<file path="src/verilog/asr_pkg.sv">
/*
  asr_pkg: register indices, field positions, reset values and carrier types
  for the sensor status and sample register bank.
  assumes: byte address = 4 * register index on a 32-bit wishbone bus.
*/
package asr_pkg;

  // register indices (byte address is four times the index)
  localparam logic [5:0] IDX_SERIAL3   = 6'h04;
  localparam logic [5:0] IDX_SERIAL2   = 6'h05;
  localparam logic [5:0] IDX_SERIAL1   = 6'h06;
  localparam logic [5:0] IDX_SERIAL0   = 6'h07;
  localparam logic [5:0] IDX_X_MSB     = 6'h08;
  localparam logic [5:0] IDX_Y_MSB     = 6'h09;
  localparam logic [5:0] IDX_Z_MSB     = 6'h0A;
  localparam logic [5:0] IDX_STATUS    = 6'h0B;
  localparam logic [5:0] IDX_CTRL      = 6'h20;
  localparam logic [5:0] IDX_IRQ_STAT  = 6'h21;
  localparam logic [5:0] IDX_IRQ_MASK  = 6'h22;

  // status bit positions
  localparam int ST_UPSET    = 7;
  localparam int ST_AWAKE    = 6;
  localparam int ST_STILL    = 5;
  localparam int ST_MOTION   = 4;
  localparam int ST_OVERRUN  = 3;
  localparam int ST_LEVEL    = 2;
  localparam int ST_READY    = 1;
  localparam int ST_DATA_RDY = 0;
  localparam logic [7:0] STATUS_RESET = 8'h40;

  // interrupt status / mask bit positions
  localparam int IRQ_DATA    = 0;
  localparam int IRQ_MOTION  = 1;
  localparam int IRQ_STILL   = 2;
  localparam int IRQ_UPSET   = 3;
  localparam int IRQ_OVERRUN = 4;
  localparam int IRQ_W       = 5;

  // control register fields
  localparam int CTRL_MODE_LSB = 0;
  localparam int CTRL_THR_LSB  = 8;
  localparam int QCNT_W        = 10;
  localparam logic [1:0] MODE_DEFAULT = 2'h0;
  localparam logic [1:0] MODE_LINKED  = 2'h1;
  localparam logic [1:0] MODE_LOOP    = 2'h3;

  // sample field
  localparam int SAMPLE_W  = 14;
  localparam int MSB_LSB   = 6;
  localparam int SERIAL_W  = 31;

  // address index and serial byte positions
  localparam int ADR_IDX_LSB = 2;
  localparam int IDX_W       = 6;
  localparam int BYTE_W      = 8;
  localparam int MODE_W      = 2;
  localparam int SER_TOP_LSB = 24;
  localparam int SER_TOP_W   = 4;
  localparam int SER_HI_LSB  = 16;
  localparam int SER_MID_LSB = 8;
  localparam int SER_LO_LSB  = 0;

  typedef struct packed {
    logic [SAMPLE_W-1:0] x;
    logic [SAMPLE_W-1:0] y;
    logic [SAMPLE_W-1:0] z;
  } asr_sample_t;

  typedef enum logic [0:0] {
    BUS_IDLE = 1'b0,
    BUS_ACK  = 1'b1
  } asr_bus_state_t;

endpackage : asr_pkg

</file>
<file path="src/verilog/asr_regs.sv">
/*
  asr_regs: read-only serial, sample and status register bank of a three-axis
  motion sensor, with a wishbone classic slave, interrupt status and mask.
  assumes: all event and level inputs come from logic on ref_clk; serial
  number input is stable; one answer per request, ack one cycle after it.
*/
// Notes on behaviour
// (RULE_01) Serial number bits 23..0 are three read-only bytes at 0x05..0x07, most significant first.
// (RULE_02) Serial bits 27..24 sit in the low nibble at 0x04, the upper nibble reads zero.
// (RULE_03) Address 0x08 returns bits 13..6 of the latest x sample.
// (RULE_04) Address 0x09 returns bits 13..6 of the latest y sample.
// (RULE_05) Address 0x0A returns bits 13..6 of the latest z sample.
// (RULE_06) A host needing only 8 bits should read one byte per axis instead of two.
// (RULE_07) Status bit 7 flags a configuration upset or an unconfigured device.
// (RULE_08) The upset flag is set at reset and clears on any register write.
// (RULE_09) Status bit 6 shows the awake state, 1 active and 0 inactive.
// (RULE_10) Awake resets to 1 and follows detection only in linked or loop mode, else stays 1.
// (RULE_11) Status bit 5 is set on an inactivity or free-fall detection.
// (RULE_12) Status bit 4 is set on an over-threshold activity detection.
// (RULE_13) The status register resets to 0x40; here it reads 0xC0, as reset also raises the upset flag.
// (RULE_14) Status bit 3 flags queue overrun, and while set no new sample enters the queue; here queue_write_block follows it one cycle late.
// (RULE_15) Bit 2 is set when the queue holds more than the threshold, bit 1 when it is not empty.
// (RULE_16) Bit 0 flags a new sample, clears on a data read and is not set during one.
// (RULE_17) Writes to the read-only addresses change nothing except clearing the upset flag.
`timescale 1ns/1ps

module asr_regs #(
  parameter int                    ADR_W        = 8,
  parameter logic [asr_pkg::QCNT_W-1:0] THR_RESET = 10'h000
) (
  // clock and reset
  input  wire logic                         ref_clk,
  input  wire logic                         resetn,
  // wishbone classic slave
  input  wire logic                         wb_cyc_i,
  input  wire logic                         wb_stb_i,
  input  wire logic                         wb_we_i,
  input  wire logic [ADR_W-1:0]             wb_adr_i,
  input  wire logic [3:0]                   wb_sel_i,
  input  wire logic [31:0]                  wb_dat_i,
  output logic      [31:0]                  wb_dat_o,
  output logic                              wb_ack_o,
  // unit identity
  input  wire logic [asr_pkg::SERIAL_W-1:0] serial_number,
  // sample path
  input  wire logic                         sample_valid,
  input  wire asr_pkg::asr_sample_t         sample_in,
  // detection engines
  input  wire logic                         config_upset,
  input  wire logic                         awake_state,
  input  wire logic                         stillness_detected,
  input  wire logic                         motion_detected,
  // sample queue
  input  wire logic                         queue_overrun,
  input  wire logic [asr_pkg::QCNT_W-1:0]   queue_count,
  output logic                              queue_write_block,
  output logic [1:0]                        detect_coupling_mode,
  // interrupt
  output logic                              irq
);

  typedef struct packed {
    asr_pkg::asr_bus_state_t     bus;
    logic [31:0]                 rdata;
    logic [7:0]                  x_msb;
    logic [7:0]                  y_msb;
    logic [7:0]                  z_msb;
    logic                        upset;
    logic                        still;
    logic                        motion;
    logic                        data_rdy;
    logic                        rdy_pend;
    logic [1:0]                  mode;
    logic [asr_pkg::QCNT_W-1:0]  thr;
    logic [asr_pkg::IRQ_W-1:0]   irq_stat;
    logic [asr_pkg::IRQ_W-1:0]   irq_mask;
    logic                        irq;
    logic                        qblock;
    logic                        ovr_d;
  } asr_state_t;

  asr_state_t st_ff;
  asr_state_t nxt_st;

  logic       req;
  logic [5:0] idx;
  logic       data_rd;
  logic       wr;
  logic [7:0] status;
  logic       awake_shown;
  logic [asr_pkg::IRQ_W-1:0] evt;

  assign req     = wb_cyc_i & wb_stb_i & (st_ff.bus == asr_pkg::BUS_IDLE);
  assign idx     = wb_adr_i[asr_pkg::ADR_IDX_LSB +: asr_pkg::IDX_W];
  assign wr      = req & wb_we_i;
  assign data_rd = wb_cyc_i & wb_stb_i & ~wb_we_i &
                   (idx >= asr_pkg::IDX_X_MSB) & (idx <= asr_pkg::IDX_Z_MSB);

  // status byte assembly
  always_comb begin
    // (RULE_10) awake only in coupled modes
    awake_shown = ((st_ff.mode == asr_pkg::MODE_LINKED) || (st_ff.mode == asr_pkg::MODE_LOOP)) ?
                  awake_state : 1'b1;
    status = 8'h00;
    // (RULE_07) upset flag on bit 7
    status[asr_pkg::ST_UPSET]    = st_ff.upset;
    // (RULE_09) awake state bit
    status[asr_pkg::ST_AWAKE]    = awake_shown;
    // (RULE_11) stillness bit
    status[asr_pkg::ST_STILL]    = st_ff.still;
    // (RULE_12) motion bit
    status[asr_pkg::ST_MOTION]   = st_ff.motion;
    // (RULE_14) overrun bit
    status[asr_pkg::ST_OVERRUN]  = queue_overrun;
    // (RULE_15) level and ready bits
    status[asr_pkg::ST_LEVEL]    = queue_count > st_ff.thr;
    status[asr_pkg::ST_READY]    = queue_count != '0;
    // (RULE_16) data ready bit
    status[asr_pkg::ST_DATA_RDY] = st_ff.data_rdy;
  end

  // interrupt events
  always_comb begin
    evt = '0;
    evt[asr_pkg::IRQ_DATA]    = sample_valid;
    evt[asr_pkg::IRQ_MOTION]  = motion_detected;
    evt[asr_pkg::IRQ_STILL]   = stillness_detected;
    evt[asr_pkg::IRQ_UPSET]   = config_upset;
    evt[asr_pkg::IRQ_OVERRUN] = queue_overrun & ~st_ff.ovr_d;
  end

  always_comb begin
    nxt_st = st_ff;
    nxt_st.ovr_d = queue_overrun;

    // bus handshake: answer one cycle after the request, drop ack next cycle
    case (st_ff.bus)
      asr_pkg::BUS_IDLE: begin
        if (req) begin
          nxt_st.bus = asr_pkg::BUS_ACK;
        end
      end
      asr_pkg::BUS_ACK: begin
        nxt_st.bus = asr_pkg::BUS_IDLE;
      end
      default: begin
        nxt_st.bus = asr_pkg::BUS_IDLE;
      end
    endcase

    // read data mux, unmapped reads as zero
    nxt_st.rdata = 32'h0000_0000;
    if (req & ~wb_we_i) begin
      case (idx)
        // (RULE_02) top serial nibble
        asr_pkg::IDX_SERIAL3:  nxt_st.rdata = {28'h000_0000, serial_number[asr_pkg::SER_TOP_LSB +: asr_pkg::SER_TOP_W]};
        // (RULE_01) serial bytes msb first
        asr_pkg::IDX_SERIAL2:  nxt_st.rdata = {24'h00_0000, serial_number[asr_pkg::SER_HI_LSB +: asr_pkg::BYTE_W]};
        asr_pkg::IDX_SERIAL1:  nxt_st.rdata = {24'h00_0000, serial_number[asr_pkg::SER_MID_LSB +: asr_pkg::BYTE_W]};
        asr_pkg::IDX_SERIAL0:  nxt_st.rdata = {24'h00_0000, serial_number[asr_pkg::SER_LO_LSB +: asr_pkg::BYTE_W]};
        // (RULE_03) x high byte
        asr_pkg::IDX_X_MSB:    nxt_st.rdata = {24'h00_0000, st_ff.x_msb};
        // (RULE_04) y high byte
        asr_pkg::IDX_Y_MSB:    nxt_st.rdata = {24'h00_0000, st_ff.y_msb};
        // (RULE_05) z high byte
        asr_pkg::IDX_Z_MSB:    nxt_st.rdata = {24'h00_0000, st_ff.z_msb};
        asr_pkg::IDX_STATUS:   nxt_st.rdata = {24'h00_0000, status};
        asr_pkg::IDX_CTRL:     nxt_st.rdata = {14'h0000, st_ff.thr, 6'h00, st_ff.mode};
        asr_pkg::IDX_IRQ_STAT: nxt_st.rdata = {27'h000_0000, st_ff.irq_stat};
        asr_pkg::IDX_IRQ_MASK: nxt_st.rdata = {27'h000_0000, st_ff.irq_mask};
        default:               nxt_st.rdata = 32'h0000_0000;
      endcase
    end

    // (RULE_03) latch the top bits of each axis
    if (sample_valid) begin
      nxt_st.x_msb = sample_in.x[asr_pkg::SAMPLE_W-1:asr_pkg::MSB_LSB];
      nxt_st.y_msb = sample_in.y[asr_pkg::SAMPLE_W-1:asr_pkg::MSB_LSB];
      nxt_st.z_msb = sample_in.z[asr_pkg::SAMPLE_W-1:asr_pkg::MSB_LSB];
    end

    // (RULE_16) hold data ready off during a data read, set it after
    if (data_rd) begin
      nxt_st.data_rdy = 1'b0;
      if (sample_valid) begin
        nxt_st.rdy_pend = 1'b1;
      end
      if (st_ff.bus == asr_pkg::BUS_ACK) begin
        nxt_st.data_rdy = st_ff.rdy_pend | sample_valid;
        nxt_st.rdy_pend = 1'b0;
      end
    end else if (sample_valid) begin
      nxt_st.data_rdy = 1'b1;
    end

    // (RULE_11) stillness sticky until status read, set wins
    // (RULE_12) motion sticky until status read, set wins
    if (req & ~wb_we_i & (idx == asr_pkg::IDX_STATUS)) begin
      nxt_st.still  = 1'b0;
      nxt_st.motion = 1'b0;
    end
    if (stillness_detected) begin
      nxt_st.still = 1'b1;
    end
    if (motion_detected) begin
      nxt_st.motion = 1'b1;
    end

    // (RULE_08) any write clears the upset flag, a new upset wins
    // (RULE_17) writes to read-only addresses store nothing
    if (wr) begin
      nxt_st.upset = 1'b0;
      if ((idx == asr_pkg::IDX_CTRL) && wb_sel_i[0]) begin
        nxt_st.mode = wb_dat_i[asr_pkg::CTRL_MODE_LSB +: asr_pkg::MODE_W];
      end
      if ((idx == asr_pkg::IDX_CTRL) && wb_sel_i[1] && wb_sel_i[2]) begin
        nxt_st.thr = wb_dat_i[asr_pkg::CTRL_THR_LSB +: asr_pkg::QCNT_W];
      end
      if ((idx == asr_pkg::IDX_IRQ_MASK) && wb_sel_i[0]) begin
        nxt_st.irq_mask = wb_dat_i[asr_pkg::IRQ_W-1:0];
      end
      if ((idx == asr_pkg::IDX_IRQ_STAT) && wb_sel_i[0]) begin
        nxt_st.irq_stat = st_ff.irq_stat & ~wb_dat_i[asr_pkg::IRQ_W-1:0];
      end
    end
    // (RULE_07) upset event sets the flag
    if (config_upset) begin
      nxt_st.upset = 1'b1;
    end

    // sticky interrupt bits, set wins over write-one-clear
    nxt_st.irq_stat = nxt_st.irq_stat | evt;
    nxt_st.irq      = |(nxt_st.irq_stat & nxt_st.irq_mask);

    // (RULE_14) block queue writes from the cycle after overrun rises to the cycle after it falls
    nxt_st.qblock = queue_overrun;
  end

  always_ff @(posedge ref_clk) begin
    if (!resetn) begin
      st_ff          <= '0;
      st_ff.bus      <= asr_pkg::BUS_IDLE;
      // (RULE_13) status reads 0xC0 after reset: awake bit 0x40 plus the upset flag raised by reset
      // (RULE_08) reset raises the upset flag
      st_ff.upset    <= 1'b1;
      st_ff.mode     <= asr_pkg::MODE_DEFAULT;
      st_ff.thr      <= THR_RESET;
    end else begin
      st_ff <= nxt_st;
    end
  end

  // outputs straight from the state register
  assign wb_ack_o             = (st_ff.bus == asr_pkg::BUS_ACK);
  assign wb_dat_o             = st_ff.rdata;
  assign queue_write_block    = st_ff.qblock;
  assign detect_coupling_mode = st_ff.mode;
  assign irq                  = st_ff.irq;

endmodule : asr_regs
</file>
<file path="config.mk">
export PLATFORM = sky130hd
export DESIGN_NAME = asr_regs
export DESIGN_NICKNAME = d
export VERILOG_FILES = /design/src/verilog/asr_pkg.sv /design/src/verilog/asr_regs.sv
export SDC_FILE = /design/constraint.sdc
export NUM_CORES = 1
export LEC_CHECK = 0
export ABC_CLOCK_PERIOD_IN_PS = 2900
export BUFFER_PORTS_ARGS = -buffer_cell sky130_fd_sc_hd__buf_2
export CAP_MARGIN = 15
export CORE_ASPECT_RATIO = 0.5
export CORE_UTILIZATION = 30
export DETAILED_ROUTE_END_ITERATION = 12
export GPL_TIMING_DRIVEN = 0
export SLEW_MARGIN = 10
export SYNTH_ARGS = -nofsm -noshare
export SYNTH_HDL_FRONTEND = slang
export SYNTH_SLANG_ARGS = --single-unit
</file>
<file path="constraint.sdc">
create_clock -name ref_clk -period 2.9 [get_ports ref_clk]
set_clock_uncertainty 0.05 [all_clocks]
set_input_delay 0.435 -clock ref_clk [delete_from_list [all_inputs] [get_ports ref_clk]]
set_output_delay 0.435 -clock ref_clk [all_outputs]
set_load 0.02 [all_outputs]
</file>
After elaboration in Yosys (flattened, before gate mapping)
Cells that the tools add are included.
{"block": "word_totals", "regBits": 86, "in_bits": 138, "output_inout_bits": 37, "word_cells": 80}
{"block": "op_classes", "order_cmp": 3, "eq_ne": 13, "n_mux": 13, "bitwise": 18, "reduce_logical": 17}
{"cell": "18-bit one-hot mux with 11 select lines", "n": 1}
{"cell": "6-bit by 3-bit == test with 1-bit output, second input constant", "n": 4}
{"cell": "6-bit by 4-bit == test with 1-bit output, second input constant", "n": 4}
{"cell": "6-bit == test, second input constant", "n": 3}
{"cell": "5-bit AND", "n": 2}
{"cell": "10-bit greater-than comparator", "n": 1}
{"cell": "10-bit 2-to-1 mux", "n": 1}
{"cell": "5-bit 2-to-1 mux", "n": 2}
{"cell": "10-bit nonzero test", "n": 1}
{"cell": "1-bit AND", "n": 9}
{"cell": "2-bit AND reduction", "n": 4}
{"cell": "2-bit nonzero test", "n": 4}
{"cell": "6-bit by 4-bit >= comparator with 1-bit output, second input constant", "n": 1}
{"cell": "6-bit by 4-bit less-or-equal comparator with 1-bit output, second input constant", "n": 1}
{"cell": "1-bit 2-to-1 mux", "n": 6}
{"cell": "1-bit logical AND", "n": 5}
{"cell": "5-bit NOT", "n": 1}
{"cell": "5-bit bitwise OR", "n": 1}
{"cell": "5-bit OR reduction", "n": 1}
{"cell": "2-bit 2-to-1 mux", "n": 2}
{"cell": "1-bit NOT", "n": 4}
{"cell": "2-bit by 1-bit == test with 1-bit output, second input constant", "n": 1}
{"cell": "2-bit == test, second input constant", "n": 1}
{"cell": "1-bit one-hot mux with 2 select lines", "n": 1}
{"cell": "3 further kinds", "n": 3}

Depth between registers and ports, before layout
Gate-level depths: netlist of run 1.
{"block": "logic_depth", "depth_word": 7, "depth_mapped": 8, "ltp_nobuf": 7}

Least setup slack after synthesis of run 1
Ideal clock, no wire load.
{"block": "synth_timing", "kind": "input to register", "startpoint": "input port wb_adr_i[5]", "endpoint": "register st_ff, in the netlist irq", "setup_ns": 0.128, "arrival_time_ns": 2.447, "t_required_ns": 2.722, "setup_slack_ns": 0.275, "path_stages": 7, "n_path_buf": 2, "path_cell_list": "or4b_1 > clkbuf_2 > or4b_1 > buf_2 > mux2_4 > a222oi_1 > a31oi_1"}
{"block": "synth_between", "elab_chain_cells": 7}
{"item": "start: declaration", "line": "asr_regs.sv:38", "rtl": "input wire logic [ADR_W-1:0] wb_adr_i,"}
{"item": "6-bit == test", "line": "asr_regs.sv:222", "rtl": "if ((idx == asr_pkg::IDX_IRQ_STAT) && wb_sel_i[0]) begin"}
{"item": "1-bit logical AND", "line": "asr_regs.sv:222"}
{"item": "5-bit 2-to-1 mux", "line": "asr_regs.sv:222"}
{"item": "10-bit 2-to-1 mux (*)", "line": "asr_regs.sv:211", "rtl": "if (wr) begin"}
{"item": "5-bit bitwise OR", "line": "asr_regs.sv:232", "rtl": "nxt_st.irq_stat = nxt_st.irq_stat | evt;"}
{"item": "5-bit AND (*)", "line": "asr_regs.sv:233", "rtl": "nxt_st.irq = |(nxt_st.irq_stat & nxt_st.irq_mask);"}
{"item": "5-bit OR reduction (*)", "line": "asr_regs.sv:233"}
{"item": "end signal: assignment", "line": "asr_regs.sv:249", "rtl": "st_ff <= nxt_st;"}
{"item": "end: declaration", "line": "asr_regs.sv:82", "rtl": "asr_state_t st_ff;"}
Mark *: on every way between the ends. The rest lies on a longest branch, timed or not.
A chain may end at the register's enable or synchronous reset.

Final worst setup path of run 1
{"block": "layout_timing", "startpoint": "input port wb_adr_i[3]", "endpoint": "register st_ff, in the netlist irq"}
Same word-level chain as after synthesis.

==> results by group, run 1 <==
Critical path
  – RR Startpoint: wb_ack_o$_SDFF_PP0_
  – Crit path capture type: flip-flop
  – CP Max Fanout: 9
  – Critical path depth: 7
  – Worst path required time: 3.06 ns
  – CP startpoint kind: primary input
  – Max stage delay on crit path: 0.48 ns
  – CP bufs+invs: 2
  – Slowest cell on crit path: clkbuf_1
  – Reg-to-reg endpoint: irq$_SDFF_PN0_
  – WS Path Type: primary input to flip-flop
  – Data arrival, critical path: 2.93 ns
  – Worst reg2reg setup slack: 0.43 ns
  – Worst R2R Path Depth: 6
  – Top delay family on crit path: simple AND/OR/NAND/NOR gates
  – Crit path cell chain: clkbuf_1 > nor2b_1 > or4b_1 > buf_2 > mux2_4 > a222oi_1 > a31oi_1

Synth
  – Synthesized area per cell: 9.040 um^2
  – Flops & latches, synth: 72
  – Seq/Total Area, Yosys: 0.3986
  – Largest area contributor in the netlist: dfxtp_1
  – Mapped Cells: 400
  – EDFF count, synth: 0
  – Synth top area share: 0.3986
  – Ys flop type: dfxtp_1
  – Synth Warn #: 0
  – Mapped cell area: 0.003616 mm^2
  – Ranking of synthesized cells by area: dfxtp_1, mux2i_1, buf_4, nor2_1, ha_1
  – Synth async-reset ratio: 0
  – Post-synth cell types: 51

Placement
  – DP HPWL: 7890 um
  – Port Buffers: 116
  – Gpl congestion: 0.8161
  – Placed inst area: 0.004458 mm^2

STA
  – Setup-failing EPs final: 0
  – Measured slew at the worst slew-check pin: 1.026 ns
  – Slew Viols, Final: 0
  – Max-slew headroom: 0.3144
  – Hold Fails Final Rpt: 0
  – Max Freq: 360.2 MHz
  – RSZ-0062 raised after global routing: false
  – Min Hold Slack: 0.2688 ns
  – Crit share post-route: 0.9573
  – Minimum clock period: 2.776 ns

Clocking
  – Setup Buffers After CTS: 0
  – CTS Buf Count: 9
  – CTS Sinks: 72
  – Worst-path clk slew: 0.06 ns
  – Htree depth: 3
  – Resized cells post-CTS: 0
  – Clock Tree Buf Depth: 2
  – Root Buffer: clkbuf_16
  – Post-CTS Hold Fix Bufs: 0
  – Clock latency on the worst-skew pair: 0.34 ns
  – CTS tree: done

GRT
  – Vias in the first global route: 3,192
  – First-pass GRT wire length: 16,080 um
  – Antenna violations before repair: 0
  – Largest net degree at the start of global routing: 15
  – Gr usage total: 0.1721
  – GRT Residual Overflow: 0

Final layout
  – Commonest non-fill, non-tap cell in the layout: buf_2
  – Commonest non-fill, non-tap cells in the layout: buf_2, dfxtp_1, nor2_1
  – Layout cells sized above 1: 0.3407
  – # diodes: 0
  – Final net count: 689
  – Syn-to-layout area delta: 32.32%
  – Finished Cell Area: 0.004785 mm^2
  – Filler cells: 1,192
  – Util after Layout: 0.4215
  – Multi-input logic area: 0.001837 mm^2
  – Reg area: 0.001441 mm^2

Die
  – Starting density of the core: 0.3186
  – IO Pins: 175
  – Die ar.: 0.01252 mm^2
  – Chip height: 79.63 um
  – Die width: 157.3 um
  – Cell row count: 27
  – Core ar.: 0.01135 mm^2

Route
  – Detail Route Antenna Nets: 0
  – WL final: 10,220 um
  – Detailed Route Iter0 Violations: 184
  – Vias: 3,299
  – Drt via density: 4.679
  – Drc violations: 0
  – Routed len/inst: 14.50 um
  – Initial DRT Pass Iterations: 7

Hold path
  – Worst Hold End: st_ff[29]$_SDFFE_PP1P_
  – Origin of the worst min-delay path: config_upset
  – Worst hold path depth: 3
  – Hold Path Class: primary input to flip-flop

Power and ir drop
  – Leak: 0.002191 uW
  – Pwr/cell area: 529.2 mW/mm^2
  – Max IR drop VDD: 0.2171 mV

Run
  – Max Cap Viol: 0

Run status
  – Status: finished, final reports clean
## state kept, by name, indices dropped and copies added, names as in the netlist
| register | cells |
|---|---|
| wb_ack_o | 1 |
| wb_dat_o | 18 |
| irq | 1 |
| st_ff | 50 |
| detect_coupling_mode | 2 |
## layer usage
layer | vias up | global-route usage | share of wire
li1 | 1657 | - | -
met1 | 1522 | 0.2140 | 0.45
met2 | 109 | 0.2894 | 0.47
met3 | 11 | 0.04723 | 0.074
met4 | 0 | 0.05437 | 0.010
met5 | - | 0 | 0
## synthesized netlist by cell type (3+ instances only)
cell type,number
mux2_2,8
nor2_1,45
buf_1,3
nor2b_1,4
nor3_1,3
o21ai_0,9
nand3_1,5
nand2_1,32
a21oi_1,21
ha_1,10
and2_1,18
nor4_1,6
a31oi_1,8
a222oi_1,3
nand2b_1,3
a22o_1,5
buf_4,34
clkbuf_1,13
mux2i_1,32
a22oi_1,8
dfxtp_1,72
mux4_2,4
inv_1,17
## cell families (layout without fill, tap and decap cells)
logic type | after synthesis | after routing | share of synthesized area
other | 1 | 14 | 0.001037
buffers and inverters | 70 | 203 | 0.1086
DFF | 72 | 72 | 0.3986
muxes | 47 | 47 | 0.1488
and+or+nand+nor | 130 | 130 | 0.1785
adders and majority gates | 10 | 10 | 0.03460
AOI/OAI and AO/OA | 70 | 70 | 0.1298
## layout make-up
| cell class | count | area share |
|---|---|---|
| multi-input cells | 271 | 0.3839 |
| flip-flops and latches | 72 | 0.3013 |
| repair buffers | 117 | 0.1229 |
| plain buffers | 52 | 0.06799 |
| clock buffers | 9 | 0.04707 |
| well taps | 159 | 0.04158 |
| clock inverters | 7 | 0.02118 |
| inverters | 18 | 0.01412 |
## power by group
| group | internal, uW | total [uW] | switching, uW |
|---|---|---|---|
| Sequential | 1020 | 1040 | 18.0 |
| Combinational | 133 | 281 | 148 |
| Clock | 760 | 1210 | 453 |
## how the worst max path moves through the flow
stage                 from                 endpoint
2_1_floorplan  wb_adr_i[5]           irq$_SDFF_PN0_
3_3_place_gp   wb_adr_i[3]  wb_dat_o[13]$_SDFF_PN0_
3_5_place_dp   wb_adr_i[3]           irq$_SDFF_PN0_
4_1_cts        wb_adr_i[3]           irq$_SDFF_PN0_
5_1_grt        wb_adr_i[3]           irq$_SDFF_PN0_
6_report       wb_adr_i[3]           irq$_SDFF_PN0_
## worst register-to-register path, delay by kind of cell (launching register included)
| kind | cells | cell delay [ns] |
|---|---|---|
| AOI/OAI and AO/OA | 2 | 0.59 |
| and+or+nand+nor | 2 | 0.83 |
| buffers and inverters | 1 | 0.18 |
| muxes | 1 | 0.32 |
| DFF | 1 | 0.37 |
## metrics by stage
stage          total power [uW]  TNS (ns)  std cells  setup WS, ns
4_1_cts                    2557         0        705        0.1643
3_5_place_dp               1338   -0.1047        689       -0.1047
5_1_grt                    2641         0        705       0.01630
6_report                   2532         0        705        0.1240
2_1_floorplan              1216         0        413        0.2745
3_3_place_gp               1335    -4.904        688       -0.4962
Power figures use the tool's default switching activity.
==> run 2, diff against run 1 <==
- ABC_CLOCK_PERIOD_IN_PS: 2900 -> 2600
- BUFFER_PORTS_ARGS: -buffer_cell sky130_fd_sc_hd__buf_2 -> -buffer_cell sky130_fd_sc_hd__buf_4
- SETUP_SLACK_MARGIN: unset -> 0.5
- clock period: 2.9 -> 2.6 ns (I/O delays scaled with it)
==> run 2 against run 1 <==
  * Highest routed layer unchanged
  * Final cell count rose by 0.99%
  * Sequential cell count unchanged
  * Routed wire length is 5.1% higher
  * Global-route usage grew 0.57 points
  * Register-to-register slack lost 0.20 ns
  * Combinational power is 30% higher
==> results by group, run 2 (synthesis gave the netlist of run 1 again) <==
GRT
  – Vias in the first global route: 3,221 (+0.91%)
  – Gr usage total: 0.1779 (+0.005730)
  – GRT Residual Overflow: 0 (unchanged)
  – Largest net degree at the start of global routing: 14 (-1)
  – First-pass GRT wire length: 16,590 um (+3.2%)
  – Antenna violations before repair: 0 (unchanged)

STA
  – TNS Setup: 0 ns (unchanged)
  – Max-slew headroom: 0.4787 (+0.1643)
  – Hold Fails Final Rpt: 0 (unchanged)
  – RSZ-0062 raised after global routing: true
  – Crit share post-route: 0.9367
  – Setup-failing EPs final: 0 (unchanged)
  – Measured slew at the worst slew-check pin: 0.7819 ns (-0.2438 ns)
  – Max Freq: 410.6 MHz
  – PnR worst setup slack: 0.1647 ns (+0.04070 ns)
  – Minimum clock period: 2.435 ns
  – Slew Viols, Final: 0 (unchanged)

Final layout
  – Commonest non-fill, non-tap cells in the layout: buf_4, dfxtp_1, nor2_1
  – Util after Layout: 0.4598 (+0.03825)
  – Commonest non-fill, non-tap cell in the layout: buf_4
  – Syn-to-layout area delta: 44.33%
  – Largest Register: st_ff
  – Filler cells: 1,107 (-7.1%)
  – # diodes: 0 (unchanged)
  – Final net count: 696 (+1.0%)
  – Layout cells sized above 1: 0.3725 (+0.03185)
  – Largest register FFs: 50 (unchanged)
  – Non-filler cells, final: 712 (+0.99%)

Critical path
  – Slowest cell on crit path: or4b_4
  – Worst R2R Path Depth: 6 (unchanged)
  – Top delay family on crit path: simple AND/OR/NAND/NOR gates
  – CP bufs+invs: 3 (+1)
  – Worst reg2reg setup slack: 0.23 ns (-0.20 ns)
  – Data arrival, critical path: 2.59 ns (-0.34 ns)
  – Crit path capture type: flip-flop
  – RR Startpoint: wb_ack_o$_SDFF_PP0_
  – Worst path required time: 2.75 ns (-0.31 ns)
  – Crit path cell chain: buf_8 > or4b_4 > buf_8 > or4b_4 > buf_6 > mux2_4 > a222oi_1 > a31oi_1
  – Max stage delay on crit path: 0.53 ns (+0.05 ns)
  – CP Max Fanout: 4 (-5)
  – CP startpoint kind: primary input
  – WS Path Type: primary input to flip-flop
  – Reg-to-reg endpoint: irq$_SDFF_PN0_

Power and ir drop
  – Leak: 0.002356 uW (+7.5%)
  – Max IR drop VDD: 0.3211 mV (+48%)
  – Pwr/cell area: 553.8 mW/mm^2 (+4.7%)

Placement
  – Gpl congestion: 0.7761 (-4.9%)
  – Post-placement cell count: 689 (unchanged)
  – Port Buffers: 116 (unchanged)
  – DP Worst Slack: -0.3434 ns (-0.2388 ns)
  – DP HPWL: 8151 um (+3.3%)

Hold path
  – Origin of the worst min-delay path: stillness_detected
  – Worst hold path depth: 3 (unchanged)
  – Hold Path Class: primary input to flip-flop
  – Worst Hold End: st_ff[28]$_SDFFE_PN0P_

Die
  – Chip height: 79.63 um (unchanged)
  – Core ar.: 0.01135 mm^2 (unchanged)
  – Cell row count: 27 (unchanged)
  – Die ar.: 0.01252 mm^2 (unchanged)
  – Starting density of the core: 0.3186 (unchanged)
  – IO Pins: 175 (unchanged)
  – Die width: 157.3 um (unchanged)

Clocking
  – Htree depth: 3 (unchanged)
  – Root Buffer: clkbuf_16
  – CTS Sinks: 72 (unchanged)
  – CTS Buf Count: 9 (unchanged)
  – Worst-path clk slew: 0.06 ns (about the same)
  – Clock latency on the worst-skew pair: 0.34 ns (about the same)
  – Clock Tree Buf Depth: 2 (unchanged)
  – CTS tree: done

Route
  – Routed len/inst: 15.09 um (+4.0%)
  – Detailed Route Iter0 Violations: 218 (+18%)
  – Vias: 3,326 (+0.82%)
  – Drc violations: 0 (unchanged)
  – Drt via density: 4.671 (-0.17%)
  – WL final: 10,740 um (+5.1%)
  – Initial DRT Pass Iterations: 6 (-1)
  – Detail Route Antenna Nets: 0 (unchanged)

Run status
  – Status: finished, final reports clean

Run
  – Max Cap Viol: 0 (unchanged)
## run 2: cell count changes in the layout (fill, tap and decap cells not counted), moves of 2 or more
cell	delta
buf_2	-116
buf_4	+120
buf_6	+2
buf_8	+3
clkbuf_1	-5
clkbuf_2	+4
nor4_1	-2
nor4_2	+2
or4b_1	-2
or4b_4	+2
## run 2: worst max-delay path by stage
stage               slack [ns]   startpoint                 endpoint  depth (start not counted)
floorplan                 0.04  wb_adr_i[5]           irq$_SDFF_PN0_                          7
global placement         -0.85  wb_adr_i[3]  wb_dat_o[13]$_SDFF_PN0_                          6
detailed placement       -0.34  wb_adr_i[3]           irq$_SDFF_PN0_                          7
CTS                       0.15  wb_adr_i[6]           irq$_SDFF_PN0_                          8
global route              0.15  wb_adr_i[3]           irq$_SDFF_PN0_                          7
finish                    0.16  wb_adr_i[6]           irq$_SDFF_PN0_                          8
## run 2: worst reg2reg max path, delay by kind of cell, from the launching register on
kind | cells | cell delay [ns]
AO/OA/AOI/OAI | 2 | 0.49
AND/OR/NAND/NOR | 2 | 0.89
buffers and inverters | 1 | 0.14
flip-flops | 1 | 0.37
multiplexers | 1 | 0.30
## run 2: metal layers
layer | up-vias | GRT usage | part of all wire
met5 | - | 0 | 0
met4 | 0 | 0.04854 | 0.012
met3 | 12 | 0.05755 | 0.070
met2 | 115 | 0.2982 | 0.47
met1 | 1537 | 0.2190 | 0.45
li1 | 1662 | - | -
## run 2: through the flow
| step | total power [uW] | cell area [um^2] | hold WS [ns] |
|---|---|---|---|
| 3_3_place_gp | 1528 | 4738 | 0.4010 |
| 3_5_place_dp | 1532 | 4752 | 0.4088 |
| 2_1_floorplan | 1357 | 3669 | 0.3835 |
| 6_report | 2890 | 5219 | 0.2251 |
| 5_1_grt | 3001 | 5219 | 0.2272 |
| 4_1_cts | 2907 | 5165 | 0.2208 |
## run 2: repair_timing
item	4_1_cts	5_1_grt
setup buffers	4	3
gates resized for setup	15	11
pin swaps	5	1
hold buffers	0	0
setup endpoints to repair	34	36
## run 2: layout make-up
| type | instances | area [um^2] | area share |
|---|---|---|---|
| well taps | 159 | 198.9 | 0.03812 |
| clock buffers | 10 | 239.0 | 0.04579 |
| repair buffers | 124 | 949.7 | 0.1820 |
| flip-flops and latches | 72 | 1441 | 0.2762 |
| clock inverters | 6 | 90.09 | 0.01726 |
| multi-input cells | 271 | 1883 | 0.3608 |
| inverters | 18 | 67.56 | 0.01295 |
| plain buffers | 52 | 349.1 | 0.06689 |
## run 2: report_power, final
part           internal (uW)  switching [uW]
Sequential              1140            21.4
Clock                    869             497
Combinational            196             170
==> run 3, diff against run 2 <==
- CORE_UTILIZATION: 30 -> 46
- PLACE_DENSITY: unset -> 0.8
==> run 3 against run 2 <==
  * First-iteration DRC count is 21% higher
  * Utilization is 22 points higher
  * Sequential share of layout area rose by 0.76 points
  * Register-to-register slack barely moved
  * Highest routed layer unchanged
  * Largest power group is now sequential cells
  * Critical endpoint unchanged
  * Via count grew 0.87%
  * Critical path type unchanged
==> results by group, run 3 (synthesis gave the netlist of run 1 again) <==
Placement
  – Post-placement cell count: 637 (-7.5%)
  – Port Buffers: 116 (unchanged)
  – Gpl congestion: 0.8451 (+8.9%)
  – DP Worst Slack: -0.2589 ns (+0.08455 ns)
  – Placed inst area: 0.004681 mm^2 (-1.5%)
  – DP HPWL: 7225 um (-11%)

STA
  – Min Hold Slack: 0.2250 ns (-0.00009700 ns)
  – Measured slew at the worst slew-check pin: 1.079 ns (+0.2974 ns)
  – Crit share post-route: 0.9566 (+0.01997)
  – Max-slew headroom: 0.2786 (-0.2002)
  – Minimum clock period: 2.487 ns (+0.05193 ns)
  – Slew Viols, Final: 0 (unchanged)
  – RSZ-0062 raised after global routing: true
  – Hold Fails Final Rpt: 0 (unchanged)
  – PnR worst setup slack: 0.1127 ns (-0.05193 ns)
  – Max Freq: 402.0 MHz (-2.1%)
  – Setup-failing EPs final: 0 (unchanged)

Die
  – Die width: 127.4 um (-19%)
  – Die ar.: 0.008241 mm^2 (-34%)
  – Chip height: 64.70 um (-19%)
  – Starting density of the core: 0.4847 (+0.1662)
  – Cell row count: 22 (-19%)
  – IO Pins: 175 (unchanged)
  – Core ar.: 0.007460 mm^2 (-34%)

Critical path
  – Top delay family on crit path: simple AND/OR/NAND/NOR gates
  – Crit path cell chain: buf_8 > or4b_4 > buf_8 > or4b_4 > buf_6 > mux2_4 > a222oi_1 > a31oi_1
  – Crit path capture type: flip-flop
  – CP startpoint kind: primary input
  – CP Max Fanout: 4 (unchanged)
  – WS Path Type: primary input to flip-flop
  – Data arrival, critical path: 2.64 ns (+0.05 ns)
  – CP bufs+invs: 3 (unchanged)
  – Slowest cell on crit path: or4b_4
  – Max stage delay on crit path: 0.53 ns (about the same)
  – Worst reg2reg setup slack: 0.24 ns (about the same)
  – Worst path required time: 2.75 ns (about the same)

Route
  – Detail Route Antenna Nets: 0 (unchanged)
  – Drt via density: 5.099 (+9.2%)
  – WL final: 9722 um (-9.5%)
  – Drc violations: 0 (unchanged)
  – Detailed Route Iter0 Violations: 264 (+21%)
  – Routed len/inst: 14.78 um (-2.1%)
  – Initial DRT Pass Iterations: 5 (-1)
  – Vias: 3,355 (+0.87%)

Clocking
  – CTS Sinks: 72 (unchanged)
  – Root Buffer: clkbuf_16
  – Post-CTS Hold Fix Bufs: 0 (unchanged)
  – Worst-path clk slew: 0.05 ns (about the same)
  – CTS Buf Count: 9 (unchanged)
  – Htree depth: 3 (unchanged)
  – Clock Tree Buf Depth: 2 (unchanged)
  – CTS tree: done
  – Clock latency on the worst-skew pair: 0.33 ns (about the same)

Final layout
  – Largest register FFs: 50 (unchanged)
  – Layout cells sized above 1: 0.3691 (-0.003423)
  – Multi-input logic area: 0.001888 mm^2 (+0.27%)
  – Finished Cell Area: 0.005079 mm^2 (-2.7%)
  – Reg area: 0.001441 mm^2 (unchanged)
  – Filler cells: 632 (-43%)
  – # diodes: 0 (unchanged)
  – Non-filler cells, final: 658 (-7.6%)
  – Commonest non-fill, non-tap cell in the layout: buf_4
  – Final net count: 695 (-0.14%)
  – Largest Register: st_ff
  – Syn-to-layout area delta: 40.45%
  – Commonest non-fill, non-tap cells in the layout: buf_4, dfxtp_1, nor2_1

Power and ir drop
  – Pwr/cell area: 514.0 mW/mm^2 (-7.2%)
  – Leak: 0.002308 uW (-2.0%)
  – Max IR drop VDD: 0.2935 mV (-8.6%)

GRT
  – Largest net degree at the start of global routing: 12 (-2)
  – First-pass GRT wire length: 15,260 um (-8.0%)
  – Vias in the first global route: 3,142 (-2.5%)
  – Gr usage total: 0.2464 (+0.06851)
  – GRT Residual Overflow: 0 (unchanged)
  – Antenna violations before repair: 0 (unchanged)

Hold path
  – Hold Path Class: primary input to flip-flop

Run
  – Max Cap Viol: 0 (unchanged)

Run status
  – Status: finished, final reports clean
==> run 3: cell count changes in the layout (fill, tap and decap cells not counted), moves of 2 or more <==
| cell | change |
|---|---|
| bufinv_16 | -2 |
| clkinv_2 | +2 |
| clkbuf_1 | +2 |
| clkbuf_2 | -2 |
==> run 3: where the power goes <==
part / internal (uW) / switching (uW) / leakage (uW)
Combinational: 195 / 165 / 0.00159
Sequential: 1140 / 20.9 / 0.000588
Clock: 654 / 438 / 0.000130
==> run 3: worst min-delay path: stages <==
cell	delay [ns]
buf_4	0.08
inv_1	0.04
nand3_1	0.06
==> run 3: through the flow <==
step                      TNS (ns)  utilization  power (uW)
final                            0       0.6808        2610
after CTS                        0       0.6702        2620
after detailed placement    -2.721       0.6275        1526
after floorplan                  0            -        1357
after global routing             0       0.6808        2702
after global placement      -6.501       0.6266        1519
==> run 3: timing repair <==
item | 4_1_cts | 5_1_grt
pin swaps | 4 | 6
gates cloned | 0 | 0
resized for setup | 10 | 14
endpoints found under the setup margin | 31 | 42
buffers inserted | 3 | 4
hold endpoints to repair | 0 | 0
==> run 3: final timing paths <==
| kind | from | end | cells after the start |
|---|---|---|---|
| max | wb_adr_i[6] | irq$_SDFF_PN0_ | 8 |
| min | config_upset | st_ff[29]$_SDFFE_PP1P_ | 3 |
| max reg2reg | wb_ack_o$_SDFF_PP0_ | irq$_SDFF_PN0_ | 6 |
| min reg2reg | st_ff[20]$_SDFFE_PN0P_ | st_ff[20]$_SDFFE_PN0P_ | 2 |
==> run 3: layout make-up <==
type                       count  area share
tap                          108     0.02661
multi-input combinational    271      0.3718
clock buffer                  10     0.04706
sequential                    72      0.2838
clock inverter                 4    0.004435
timing repair buffer         123      0.1848
buffer                        52     0.06824
inverter                      18     0.01330
==> run 3: metal layers <==
| layer | up-vias | track usage | wire length, um |
|---|---|---|---|
| li1 | 1658 | - | - |
| met1 | 1554 | 0.3008 | 4326 |
| met2 | 126 | 0.4194 | 4607 |
| met3 | 17 | 0.06276 | 628 |
| met4 | 0 | 0.09821 | 159 |
| met5 | - | 0 | 0 |
